$ cat src/dart_map.svh
// Register offsets, field positions, reset values and timing counts of the dual reload PWM timer
`ifndef DART_MAP_SVH
`define DART_MAP_SVH

// ----------------------------------------------------------------------------
// Register byte offsets
// ----------------------------------------------------------------------------
`define DART_OFF_CTRL 12'h000
`define DART_OFF_RELOAD1 12'h004
`define DART_OFF_RELOAD2 12'h008
`define DART_OFF_DUTY0 12'h00c
`define DART_OFF_DUTY1 12'h010
`define DART_OFF_DUTY2 12'h014
`define DART_OFF_DUTY3 12'h018
`define DART_OFF_PWMCTL 12'h01c
`define DART_OFF_DEADT 12'h020
`define DART_OFF_BREAK 12'h024
`define DART_OFF_STATUS 12'h028
`define DART_OFF_CAPT 12'h02c
`define DART_OFF_CNT 12'h030

// ----------------------------------------------------------------------------
// Field positions
// ----------------------------------------------------------------------------
`define DART_CTRL_CNT2EN 0
`define DART_CTRL_TRANSFER_BIT_ONE 1
`define DART_CTRL_TRANSFER_BIT_TWO 2
`define DART_CTRL_COMPARE_IRQ_ENABLE 3
`define DART_CTRL_CAPTURE_IRQ_ENABLE 4
`define DART_PWM_OE_LSB 0
`define DART_PWM_POL_LSB 4
`define DART_DT_ENABLE 7
`define DART_BRK_PAT_LSB 0
`define DART_BRK_PINEN_LSB 4
`define DART_BRK_LEVEL_LSB 6
`define DART_BRK_SEL_LSB 8
`define DART_BRK_APPLY1 10
`define DART_BRK_APPLY2 11
`define DART_BRK_ACT_LSB 12
`define DART_ST_CMP_LSB 0
`define DART_ST_CAPF 4
`define DART_ST_IRQ 5

// ----------------------------------------------------------------------------
// Reset values and counts
// ----------------------------------------------------------------------------
`define DART_CTRL_RST 5'h06
`define DART_CNT_TOP 12'hfff
`define DART_SLVERR_DATA 32'h0000_0000

`endif

$ cat src/dart_pkg.sv
// Types shared by the dual reload PWM timer
package dart_pkg;
    typedef logic [11:0] dart_cnt_t;
    typedef enum logic [1:0]
    {
        DART_DT_IDLE = 2'b00,
        DART_DT_WAIT = 2'b01,
        DART_DT_ON = 2'b10
    } dart_dtst_e;
endpackage : dart_pkg

$ cat src/dart_timer.sv
// Dual 12-bit auto-reload PWM timer with dead time, break, compare and capture
//
// Register access over APB and the register offsets are this design's own decisions.
`timescale 1ns/1ps
`include "dart_map.svh"

module dart_timer
(
    input wire logic ref_clk,
    input wire logic rst_n,
    input wire logic psel,
    input wire logic penable,
    input wire logic pwrite,
    input wire logic [11:0] paddr,
    input wire logic [31:0] pwdata,
    output logic [31:0] prdata,
    output logic pready,
    output logic pslverr,
    input wire logic [1:0] breakInputPin,
    input wire logic captureInputPin,
    output logic [3:0] pwmOut,
    output logic irqOut
);
    // ------------------------------------------------------------------------
    // Registers
    // ------------------------------------------------------------------------
    logic [4:0] ctrl_r;
    dart_pkg::dart_cnt_t reloadOne_r, reloadTwo_r, upcounterOne_r, upcounterTwo_r;
    dart_pkg::dart_cnt_t dutyPre_r [4];
    dart_pkg::dart_cnt_t dutyAct_r [4];
    logic [7:0] pwmCtl_r, deadPre_r, deadAct_r;
    logic [3:0] polAct_r, cmpFlag_r, pwmRaw_r;
    logic [11:0] brkCtl_r;
    logic [1:0] brkAct_r, brkS1_r, brkS2_r;
    logic capFlag_r, capS1_r, capS2_r, capS3_r;
    dart_pkg::dart_cnt_t capVal_r;
    logic dtOut0_r, dtOut1_r;
    logic [6:0] dtCnt_r;
    dart_pkg::dart_dtst_e dtSt_r;

    // ------------------------------------------------------------------------
    // Decoding
    // ------------------------------------------------------------------------
    function automatic logic hit(input logic [11:0] a, input logic [11:0] off);
        hit = (a == off);
    endfunction : hit

    wire logic dual = ctrl_r[`DART_CTRL_CNT2EN];
    wire logic wrEn = psel && penable && pwrite;
    wire logic rdEn = psel && penable && !pwrite;
    wire logic mapped = (paddr[1:0] == 2'b00) && (paddr <= `DART_OFF_CNT);
    wire logic capRead = rdEn && hit(paddr, `DART_OFF_CAPT);
    // Break gating per counter and per output
    wire logic anyBrk = |brkAct_r;
    wire logic brkOne = anyBrk && brkCtl_r[`DART_BRK_APPLY1];
    wire logic brkTwo = anyBrk && brkCtl_r[`DART_BRK_APPLY2];
    wire logic [3:0] chanBrk = dual ? {brkTwo, brkTwo, brkOne, brkOne} : {4{brkOne}};
    wire logic ovfOne = (upcounterOne_r == `DART_CNT_TOP);
    wire logic ovfTwo = (upcounterTwo_r == `DART_CNT_TOP);
    wire logic [3:0] chanOvf = dual ? {ovfTwo, ovfTwo, ovfOne, ovfOne} : {4{ovfOne}};
    wire logic [3:0] chanTran = dual ? {{2{ctrl_r[`DART_CTRL_TRANSFER_BIT_TWO]}}, {2{ctrl_r[`DART_CTRL_TRANSFER_BIT_ONE]}}}
        : {4{ctrl_r[`DART_CTRL_TRANSFER_BIT_ONE]}};
    wire dart_pkg::dart_cnt_t nxtOne = ovfOne ? reloadOne_r : upcounterOne_r + 12'h001;
    wire dart_pkg::dart_cnt_t nxtTwo = ovfTwo ? reloadTwo_r : upcounterTwo_r + 12'h001;
    wire dart_pkg::dart_cnt_t cntTwoSel = dual ? nxtTwo : nxtOne;
    wire logic [3:0] chanMatch;
    // Break pin detection
    wire logic [1:0] pinLevel = brkS2_r ~^ brkCtl_r[`DART_BRK_LEVEL_LSB +: 2];
    wire logic [1:0] pinHit;
    wire logic capEdge = capS2_r ^ capS3_r;
    wire logic dtOn = deadAct_r[`DART_DT_ENABLE];
    wire logic [6:0] dtLen = deadAct_r[6:0];

    generate
        for (genvar i = 0; i < 4; i++)
        begin : g_match
            // nonzero duty only, matched as the counter arrives so the pin is low at duty
            assign chanMatch[i] = (dutyAct_r[i] != 12'h000)
                && (dutyAct_r[i] == ((i >= 2) ? cntTwoSel : nxtOne));
        end
        for (genvar b = 0; b < 2; b++)
        begin : g_brk
            // selected, enabled pin at its level
            assign pinHit[b] = brkCtl_r[`DART_BRK_PINEN_LSB + b] && brkCtl_r[`DART_BRK_SEL_LSB + b] && pinLevel[b];
        end
    endgenerate

    wire logic [31:0] rdMux =
        hit(paddr, `DART_OFF_CTRL) ? {27'h0, ctrl_r} :
        hit(paddr, `DART_OFF_RELOAD1) ? {20'h0, reloadOne_r} :
        hit(paddr, `DART_OFF_RELOAD2) ? {20'h0, reloadTwo_r} :
        hit(paddr, `DART_OFF_DUTY0) ? {20'h0, dutyPre_r[0]} :
        hit(paddr, `DART_OFF_DUTY1) ? {20'h0, dutyPre_r[1]} :
        hit(paddr, `DART_OFF_DUTY2) ? {20'h0, dutyPre_r[2]} :
        hit(paddr, `DART_OFF_DUTY3) ? {20'h0, dutyPre_r[3]} :
        hit(paddr, `DART_OFF_PWMCTL) ? {24'h0, pwmCtl_r} :
        hit(paddr, `DART_OFF_DEADT) ? {24'h0, deadPre_r} :
        hit(paddr, `DART_OFF_BREAK) ? {18'h0, brkAct_r, brkCtl_r} :
        hit(paddr, `DART_OFF_STATUS) ? {26'h0, irqOut, capFlag_r, cmpFlag_r} :
        hit(paddr, `DART_OFF_CAPT) ? {20'h0, capVal_r} :
        hit(paddr, `DART_OFF_CNT) ? {4'h0, upcounterTwo_r, 4'h0, upcounterOne_r} : `DART_SLVERR_DATA;

    // ------------------------------------------------------------------------
    // APB slave, zero wait states
    // ------------------------------------------------------------------------
    always_ff @(posedge ref_clk or negedge rst_n)
    begin
        if (!rst_n)
        begin
            prdata <= 32'h0000_0000;
            pready <= 1'b0;
            pslverr <= 1'b0;
        end
        else
        begin
            prdata <= (psel && !penable && !pwrite) ? rdMux : 32'h0000_0000;
            pready <= psel && !penable;
            pslverr <= psel && !penable && !mapped;
        end
    end

    // Control, mode and break configuration writes
    always_ff @(posedge ref_clk or negedge rst_n)
    begin
        if (!rst_n)
        begin
            ctrl_r <= `DART_CTRL_RST;
            pwmCtl_r <= 8'h00;
            deadPre_r <= 8'h00;
            brkCtl_r <= 12'h000;
        end
        else if (wrEn)
        begin
            if (hit(paddr, `DART_OFF_CTRL))
                ctrl_r <= pwdata[4:0];
            if (hit(paddr, `DART_OFF_PWMCTL))
                pwmCtl_r <= pwdata[7:0];
            if (hit(paddr, `DART_OFF_DEADT))
                deadPre_r <= pwdata[7:0];
            if (hit(paddr, `DART_OFF_BREAK))
                brkCtl_r <= pwdata[11:0];
        end
    end

    // ------------------------------------------------------------------------
    // Counters and reload values
    // ------------------------------------------------------------------------
    always_ff @(posedge ref_clk or negedge rst_n)
    begin
        if (!rst_n)
        begin
            upcounterOne_r <= 12'h000;
            upcounterTwo_r <= 12'h000;
            reloadOne_r <= 12'h000;
            reloadTwo_r <= 12'h000;
        end
        else
        begin
            if (anyBrk)
            begin
                reloadOne_r <= 12'h000;
                reloadTwo_r <= 12'h000;
            end
            else if (wrEn && hit(paddr, `DART_OFF_RELOAD1))
                reloadOne_r <= pwdata[11:0];
            else if (wrEn && hit(paddr, `DART_OFF_RELOAD2))
                reloadTwo_r <= pwdata[11:0];
            if (brkOne)
                upcounterOne_r <= 12'h000;
            else if (!anyBrk)
                upcounterOne_r <= nxtOne;
            if (brkTwo)
                upcounterTwo_r <= 12'h000;
            else if (!anyBrk && dual)
                upcounterTwo_r <= nxtTwo;
        end
    end

    // ------------------------------------------------------------------------
    // Duty preload, active transfer, polarity and raw PWM
    // ------------------------------------------------------------------------
    generate
        for (genvar i = 0; i < 4; i++)
        begin : g_chan
            always_ff @(posedge ref_clk or negedge rst_n)
            begin
                if (!rst_n)
                begin
                    dutyPre_r[i] <= 12'h000;
                    dutyAct_r[i] <= 12'h000;
                    polAct_r[i] <= 1'b0;
                    pwmRaw_r[i] <= 1'b0;
                    cmpFlag_r[i] <= 1'b0;
                end
                else
                begin
                    if (anyBrk)
                        dutyPre_r[i] <= 12'h000;
                    else if (wrEn && hit(paddr, 12'(`DART_OFF_DUTY0 + 4 * i)))
                        dutyPre_r[i] <= pwdata[11:0];
                    if (anyBrk)
                        dutyAct_r[i] <= 12'h000;
                    else if (chanOvf[i] && chanTran[i])
                    begin
                        dutyAct_r[i] <= dutyPre_r[i];
                        polAct_r[i] <= pwmCtl_r[`DART_PWM_POL_LSB + i];
                    end
                    // high at overflow, low at match
                    if (chanOvf[i])
                        pwmRaw_r[i] <= 1'b1;
                    else if (chanMatch[i])
                        pwmRaw_r[i] <= 1'b0;
                    if (chanMatch[i])
                        cmpFlag_r[i] <= 1'b1;
                    else if (wrEn && hit(paddr, `DART_OFF_STATUS) && pwdata[`DART_ST_CMP_LSB + i])
                        cmpFlag_r[i] <= 1'b0;
                end
            end
        end
    endgenerate

    // ------------------------------------------------------------------------
    // Dead time generator for outputs 0 and 1
    // ------------------------------------------------------------------------
    always_ff @(posedge ref_clk or negedge rst_n)
    begin
        if (!rst_n)
        begin
            deadAct_r <= 8'h00;
            dtSt_r <= dart_pkg::DART_DT_IDLE;
            dtCnt_r <= 7'h00;
            dtOut0_r <= 1'b0;
            dtOut1_r <= 1'b0;
        end
        else
        begin
            if (ovfOne)
                deadAct_r <= deadPre_r;
            case (dtSt_r)
                dart_pkg::DART_DT_IDLE, dart_pkg::DART_DT_ON:
                begin
                    if (ovfOne || chanMatch[0])
                    begin
                        dtOut0_r <= 1'b0;
                        dtOut1_r <= 1'b0;
                        dtCnt_r <= 7'h01;
                        dtSt_r <= dart_pkg::DART_DT_WAIT;
                    end
                end
                dart_pkg::DART_DT_WAIT:
                begin
                    if (dtCnt_r >= dtLen)
                    begin
                        dtOut0_r <= pwmRaw_r[0];
                        dtOut1_r <= !pwmRaw_r[0];
                        dtSt_r <= dart_pkg::DART_DT_ON;
                    end
                    else
                        dtCnt_r <= dtCnt_r + 7'h01;
                end
                default:
                    dtSt_r <= dart_pkg::DART_DT_IDLE;
            endcase
        end
    end

    // ------------------------------------------------------------------------
    // Output stage: dead time, polarity, enable, break pattern
    // ------------------------------------------------------------------------
    wire logic [3:0] shaped;
    assign shaped[0] = !dtOn ? pwmRaw_r[0] : ((dtLen == 7'h00) ? 1'b0 : dtOut0_r);
    assign shaped[1] = !dtOn ? pwmRaw_r[1] : ((dtLen == 7'h00) ? 1'b0 : dtOut1_r);
    assign shaped[3:2] = pwmRaw_r[3:2];
    wire logic [3:0] inverted = shaped ^ polAct_r;
    wire logic [3:0] oe = pwmCtl_r[`DART_PWM_OE_LSB +: 4];
    // pattern after inverter while break holds
    wire logic [3:0] pinNxt = oe & ((chanBrk & brkCtl_r[`DART_BRK_PAT_LSB +: 4]) | (~chanBrk & inverted));

    always_ff @(posedge ref_clk or negedge rst_n)
    begin
        if (!rst_n)
        begin
            pwmOut <= 4'h0;
            irqOut <= 1'b0;
        end
        else
        begin
            pwmOut <= pinNxt;
            irqOut <= (ctrl_r[`DART_CTRL_COMPARE_IRQ_ENABLE] && |cmpFlag_r) || (ctrl_r[`DART_CTRL_CAPTURE_IRQ_ENABLE] && capFlag_r);
        end
    end

    // ------------------------------------------------------------------------
    // Pin synchronisers, break flags and input capture
    // ------------------------------------------------------------------------
    always_ff @(posedge ref_clk or negedge rst_n)
    begin
        if (!rst_n)
        begin
            brkS1_r <= 2'b00;
            brkS2_r <= 2'b00;
            capS1_r <= 1'b0;
            capS2_r <= 1'b0;
            capS3_r <= 1'b0;
            brkAct_r <= 2'b00;
            capFlag_r <= 1'b0;
            capVal_r <= 12'h000;
        end
        else
        begin
            brkS1_r <= breakInputPin;
            brkS2_r <= brkS1_r;
            capS1_r <= captureInputPin;
            capS2_r <= capS1_r;
            capS3_r <= capS2_r;
            // software set and clear, pin set wins
            brkAct_r <= (wrEn && hit(paddr, `DART_OFF_BREAK)) ? (pwdata[`DART_BRK_ACT_LSB +: 2] | pinHit)
                : (brkAct_r | pinHit);
            if (capEdge && !capFlag_r)
            begin
                capVal_r <= upcounterOne_r;
                capFlag_r <= 1'b1;
            end
            else if (capRead)
                capFlag_r <= 1'b0;
        end
    end
endmodule : dart_timer

$ cat config.mk
export PLATFORM = sky130hd
export DESIGN_NAME = dart_timer
export DESIGN_NICKNAME = d
export VERILOG_FILES = /design/src/dart_pkg.sv /design/src/dart_timer.sv
export VERILOG_INCLUDE_DIRS = /design/src
export SDC_FILE = /design/constraint.sdc
export NUM_CORES = 1
export LEC_CHECK = 0
export BUFFER_PORTS_ARGS = -buffer_cell sky130_fd_sc_hd__buf_2
export CORE_ASPECT_RATIO = 2
export CORE_MARGIN = 4
export CORE_UTILIZATION = 60
export DETAILED_ROUTE_END_ITERATION = 8
export GPL_ROUTABILITY_DRIVEN = 1
export PLACE_DENSITY = 0.87
export SYNTH_ARGS = -nofsm -noshare
export SYNTH_HDL_FRONTEND = slang
export SYNTH_SLANG_ARGS = --single-unit
$ cat constraint.sdc
create_clock -name ref_clk -period 4.9 [get_ports ref_clk]
set_input_delay 0.98 -clock ref_clk [delete_from_list [all_inputs] [get_ports ref_clk]]
set_output_delay 0.98 -clock ref_clk [all_outputs]
set_load 0.02 [all_outputs]
## Word-level counts from Yosys, hierarchy flattened

Cells that the tools add are included.

| word-level totals | value |
|---|---|
| bits in registers | 265 |
| bits in latches | 0 |
| RAM bits | 0 |
| bits in read-only memories | 0 |
| input bits | 52 |
| logic and storage cells | 256 |
| memories kept | 0 |

| cells by class | value |
|---|---|
| add/subtract/negate cells | 3 |
| $mul | 0 |
| div/mod/pow operators | 0 |
| order comparisons | 2 |
| eq/ne operators | 25 |
| shifts and indexed selects | 0 |
| muxes and demuxes | 79 |
| bitwise operators | 11 |
| reductions and logical operators | 90 |

Operators by type and width:

| kind | number |
|---|---|
| $mux 28 | 14 |
| $mux 12 | 28 |
| $eq 12x6->1 const B | 5 |
| $eq 12x12->1 | 4 |
| $eq 12x5->1 const B | 4 |
| $reduce_bool 12->1 | 4 |
| $reduce_bool 2->1 | 21 |
| $logic_and 1x1->1 | 38 |
| $mux 1 | 25 |
| $add 12x1->12 const B | 2 |
| $eq 12x12->1 const B | 2 |
| $eq 12x4->1 const B | 2 |
| $reduce_and 2->1 | 10 |
| $mux 7 | 2 |
| $pmux 7 s2 | 1 |
| $and 4x4->4 | 3 |
| $eq 12x3->1 const B | 1 |
| $le 12x6->1 const B | 1 |
| $logic_not 12->1 | 1 |
| $mux 4 | 3 |
| $ne 2x2->1 const B | 4 |
| $add 7x1->7 const B | 1 |
| $ge 7x7->1 | 1 |
| $logic_not 7->1 | 1 |
| 19 further kinds | 32 |

## Logic depth before layout (Yosys ltp)

| logic depth | value |
|---|---|
| depth in word-level cells | 15 |
| mapped depth | 12 |
| mapped depth without buffers | 10 |

## Worst setup path before layout

No wires, ideal clock.

| path | value |
|---|---|
| path kind | input port to flip-flop |
| start point | in paddr[8] |
| end point | reg reloadTwo_r[10] |
| arrival | 3.125 ns |
| data required time | 4.764 ns |
| setup slack | 1.639 ns |
| stages on the path | 11 |
| path buffers | 4 |
| path through | or4_1 -> buf_2 -> or3_1 -> buf_2 -> or3_1 -> buf_2 -> nor2_4 -> nand2_1 -> buf_2 -> nand2_1 -> a21oi_1 |

| on the way | value |
|---|---|
| cells in the longest elaborated chain, start to end | 4 |

RTL lines:

| what | RTL line | text |
|---|---|---|
| from (decl) | dart_timer.sv:14 | `input wire logic [11:0] paddr,` |
| $eq 12x3->1 / $eq 12x4->1 (equally long branches) | dart_timer.sv:45 | `hit = (a == off);` |
| $logic_and 1x1->1, on equally long branches | dart_timer.sv:164, dart_timer.sv:166 |  |
| $ne 2x2->1 (no line) / $reduce_bool 2->1 (equally long branches) | - |  |
| $reduce_and 2->1 (no line) * | - |  |
| to (signal assigned) | dart_timer.sv:167 | `reloadTwo_r <= pwdata[11:0];` |
| to (decl) | dart_timer.sv:28 | `dart_pkg::dart_cnt_t reloadOne_r, reloadTwo_r, upcounterOne_r, upcounterTwo_r;` |

Mark *: on every way between the ends. The rest lies on a longest branch, timed or not.
A chain may end at the register's enable or synchronous reset.

## Final worst setup path

| path | value |
|---|---|
| start point | reg upcounterOne_r[0] |
| end point | reg pwmRaw_r[2] |

| on the way | value |
|---|---|
| cells in the longest elaborated chain, start to end | 6 |

RTL lines:

| what | RTL line | text |
|---|---|---|
| from (decl) | dart_timer.sv:28 |  |
| from (signal assigned) | dart_timer.sv:171 | `upcounterOne_r <= nxtOne;` |
| $add 12x1->12 / $eq 12x12->1 (equally long branches) | - |  |
| $mux 12 | dart_timer.sv:63 | `wire dart_pkg::dart_cnt_t nxtOne = ovfOne ? reloadOne_r : upcounterOne_r + 12'h001;` |
| $mux 12 | dart_timer.sv:65 | `wire dart_pkg::dart_cnt_t cntTwoSel = dual ? nxtTwo : nxtOne;` |
| $eq 12x12->1 | dart_timer.sv:79 | `&& (dutyAct_r[i] == ((i >= 2) ? cntTwoSel : nxtOne));` |
| $logic_and 1x1->1 | dart_timer.sv:79 |  |
| $reduce_bool 2->1 (no line) | - |  |
| to (signal, indexed assignment) | dart_timer.sv:192 | `pwmRaw_r[i] <= 1'b0;` |
| to (signal, indexed assignment) | dart_timer.sv:210 | `pwmRaw_r[i] <= 1'b1;` |
| to (signal, indexed assignment) | dart_timer.sv:212 | `pwmRaw_r[i] <= 1'b0;` |
| to (decl) | dart_timer.sv:32 | `logic [3:0] polAct_r, cmpFlag_r, pwmRaw_r;` |

Several ways; a longest one is shown, not always the timed one.

==> flow_summary_export.csv <==
group,metric,value,unit
grt,grt_max_degree,106,
floorplan,fp-row-count,77,
place,hpwlAfterDp,32.7,mm
place,gp_congestion,1.10,
power,power.density,296,nW/µm²
detailed_routing,drc,1,
detailed_routing,wl_met3,3.98,mm
cts,cts_max_level,1,
power,peakVddDrop,0.305,mV
cells_and_area,num-nets-final,1510,
critical_path,required,5310,ps
power,sw_frac_of_total,0.228,
cts,insertion_delay,550,ps
cts,clockBufferDepth,3,
power,power,4390,µW
cts,ctsHoldBuffers,0,
yosys,yosysMostFrequentCell,"nand2_1",
yosys,synth_edf_count,0,
floorplan,coreArea,22100,µm²
yosys,ys_seq_elements,263,
grt,overflow,0,
yosys,yosysSeqAreaShare,0.489,
critical_path,crit_slowest_cell,"dfrtp_1",
worst_hold_path,hold_class,"flop to flop",
cells_and_area,area_growth,10.3,%
yosys,synth_area_leader_cell,"dfrtp_1",
cells_and_area,drive_above_1_share,0.154,
timing,holdWs,364,ps
timing,min_period,3960,ps
floorplan,die-area,25000,µm²
floorplan,io_pins,91,
cts,cts-buffers-inserted,24,
critical_path,end_kind,"flop",
yosys,synth_area,13500,µm²
yosys,synth_warnings,0,
detailed_routing,vias_per_cell,6.70,
yosys,synth_top_area_share,0.485,
cts,cts.sinks,263,
power,p_sw,1000,µW
critical_path,critPathMaxStageDelay,560,ps
timing,slew_headroom,0.235,
critical_path,cp_max_fo,21,
timing,slew_violations,0,
yosys,synth_cell_types,83,
detailed_routing,wl_met1,15.0,mm
critical_path,worstPathArrival,4380,ps
timing,hold_violations,0,
yosys,ys.flop_type,"dfrtp_1",
run_status,outcome,"finished, violations left",
yosys,synthTopCellsByArea,"dfrtp_1 (49%), nand2_1 (7.8%), a21oi_1 (4.9%)",
yosys,ys_top_cells_by_count,"nand2_1 (278), dfrtp_1 (261), a21oi_1 (131), nor2_1 (66), o21ai_0 (65)",
grt,grt_pass1_wl,68.9,mm
place,dp_slack,918,ps
detailed_routing,routed.top_layer,"met4",
yosys,syn_inst,1419,
timing,rsz0062_at_grt,"no",
yosys,async_flop_share,1.00,
critical_path,cp_cell_sequence,"ha_1 -> and4_1 -> and4_1 -> buf_4 -> a21oi_1 -> a22oi_1 -> xnor2_1 -> o2111ai_1 -> nor4_2 -> buf_4 -> o21ai_1",
cts,cts_tree,"done",
cts,cts-root-buf,"clkbuf_16",
floorplan,start_util,0.610,
detailed_routing,first_pass_iters,9,
yosys,synth.avg_cell_area,9.48,µm²
detailed_routing,final_antenna_net_count,0,
power,clkPwrFrac,0.468,
detailed_routing,wl,45.4,mm
power,combPwrFrac,0.036,
detailed_routing,wl_met2,21.5,mm
critical_path,critPathKind,"flop to flop",
power,pwr-share-seq,0.496,
timing,worst_pin_slew,1140,ps
cts,path_clk_slew,70,ps
job,cap_violations,0,
critical_path,cp-start-kind,"flop",
grt,grt_pass1_vias,11321,
timing,min_period_over_period,0.809,
grt,grt_usage,0.369,
place,port_buffers,66,
cells_and_area,diodes,0,
grt,antenna_found_initial,0,
power,internal_power,3390,µW
detailed_routing,drt_iter0_drc,1125,
timing,finClkSkew,16.2,ps
floorplan,die_w,114,µm
cells_and_area,nFillCells,1747,
cts,post_cts_buffers,0,
cts,cts_resized,0,
detailed_routing,vias,11665,
floorplan,die_h,220,µm
run_status,violations,"design-rule violations",
timing,fmax,252,MHz
timing,fin_setup_tns,0,ps
detailed_routing,wl_per_cell,26.1,µm
timing,worst_slack,936,ps
power,p_leak,0.00653,µW
timing,setup_viol_count_final,0,
==> power groups by stage <==
stage | registers, µW | logic (µW) | clock network (µW)
finish | 2180 | 158 | 2050
global route | 2180 | 168 | 2170
CTS | 2180 | 155 | 2060
detailed placement | 2220 | 154 | 0
global placement | 2220 | 153 | 0
floorplan | 2220 | 59.1 | 0
==> area by class of cell <==
class                           count  area (µm²)  area share
Clock buffer                       29         661      0.0445
Clock inverter                     15         194      0.0131
Inverter                           24        90.1     0.00607
Multi-Input combinational cell   1034        6350       0.428
Sequential cell                   263        6580       0.444
Tap cell                          276         345      0.0233
Timing Repair Buffer              101         616      0.0415
==> kinds of logic after synthesis <==
| logic type | after synthesis | synth area share |
|---|---|---|
| other | 1 | 0.000279 |
| AND/OR/NAND/NOR | 540 | 0.193 |
| XOR/XNOR | 55 | 0.0358 |
| flip-flops | 263 | 0.489 |
| buffers and inverters | 127 | 0.0415 |
| multiplexers | 81 | 0.0695 |
| adder cells (fa/ha/maj) | 10 | 0.00930 |
| AO/OA/AOI/OAI | 342 | 0.162 |
==> placed cells by master (no fill, tap or decap), types with 16 or more instances in the layout <==
cell type / synthesis / final
a21oi_1: 131 / 131
xnor2_1: 29 / 29
a22o_1: 30 / 30
inv_1: 24 / 24
buf_4: 11 / 34
dfrtp_1: 261 / 261
and3_1: 26 / 26
nand2_1: 278 / 278
o21ai_0: 65 / 65
clkbuf_16: 0 / 25
mux2_2: 53 / 53
mux2i_1: 22 / 22
nor2_1: 66 / 66
nand4_1: 16 / 16
buf_2: 24 / 65
xor2_1: 26 / 26
nand3_1: 28 / 28
nor3_1: 26 / 25
==> critical path: cells and delay by family, from the launching register on <==
family / cells / cell delay [ps]
AOI/OAI and AO/OA: 4 / 930
xor gates and xnor gates: 1 / 200
adders and majority gates: 1 / 320
buffers and inverters: 2 / 560
DFF: 1 / 560
and+or+nand+nor: 3 / 1250
==> metal layers <==
metal | vias to the layer above | track usage
met4 | 0 | 0.310
li1 | 5075 | -
met1 | 5666 | 0.429
met5 | - | 0
met2 | 692 | 0.585
met3 | 232 | 0.0687
==> metrics by stage <==
step | area (µm²) | utilization | cells
final | 14800 | 0.673 | 1742
after global routing | 14800 | 0.673 | 1742
after CTS | 14800 | 0.673 | 1742
after detailed placement | 14000 | 0.634 | 1698
after global placement | 14000 | 0.634 | 1698
after floorplan | 13500 | - | 1424
==> state kept, by name (all words and copies together) (netlist names), 7 cells and up <==
name            flops
brkCtl_r           12
capVal_r           12
deadAct_r           8
deadPre_r           8
dtCnt_r             7
dutyAct_r          48
dutyPre_r          48
prdata             26
pwmCtl_r            8
reloadOne_r        12
reloadTwo_r        12
upcounterOne_r     12
upcounterTwo_r     12
==> path summary, 6_finish.rpt <==
kind,cells past startpoint,start,to,slack (ps)
max in group asynchronous,2,rst_n,dutyAct_r[10],3450
max,11,upcounterOne_r[0],pwmRaw_r[2],940
min,0,brkS1_r[1],brkS2_r[1],360
min in group asynchronous,1,rst_n,reloadOne_r[9],490
max reg2reg,11,upcounterOne_r[0],pwmRaw_r[2],940
min reg2reg,0,brkS1_r[1],brkS2_r[1],360
No activity file was read; power rests on OpenSTA's default activity.
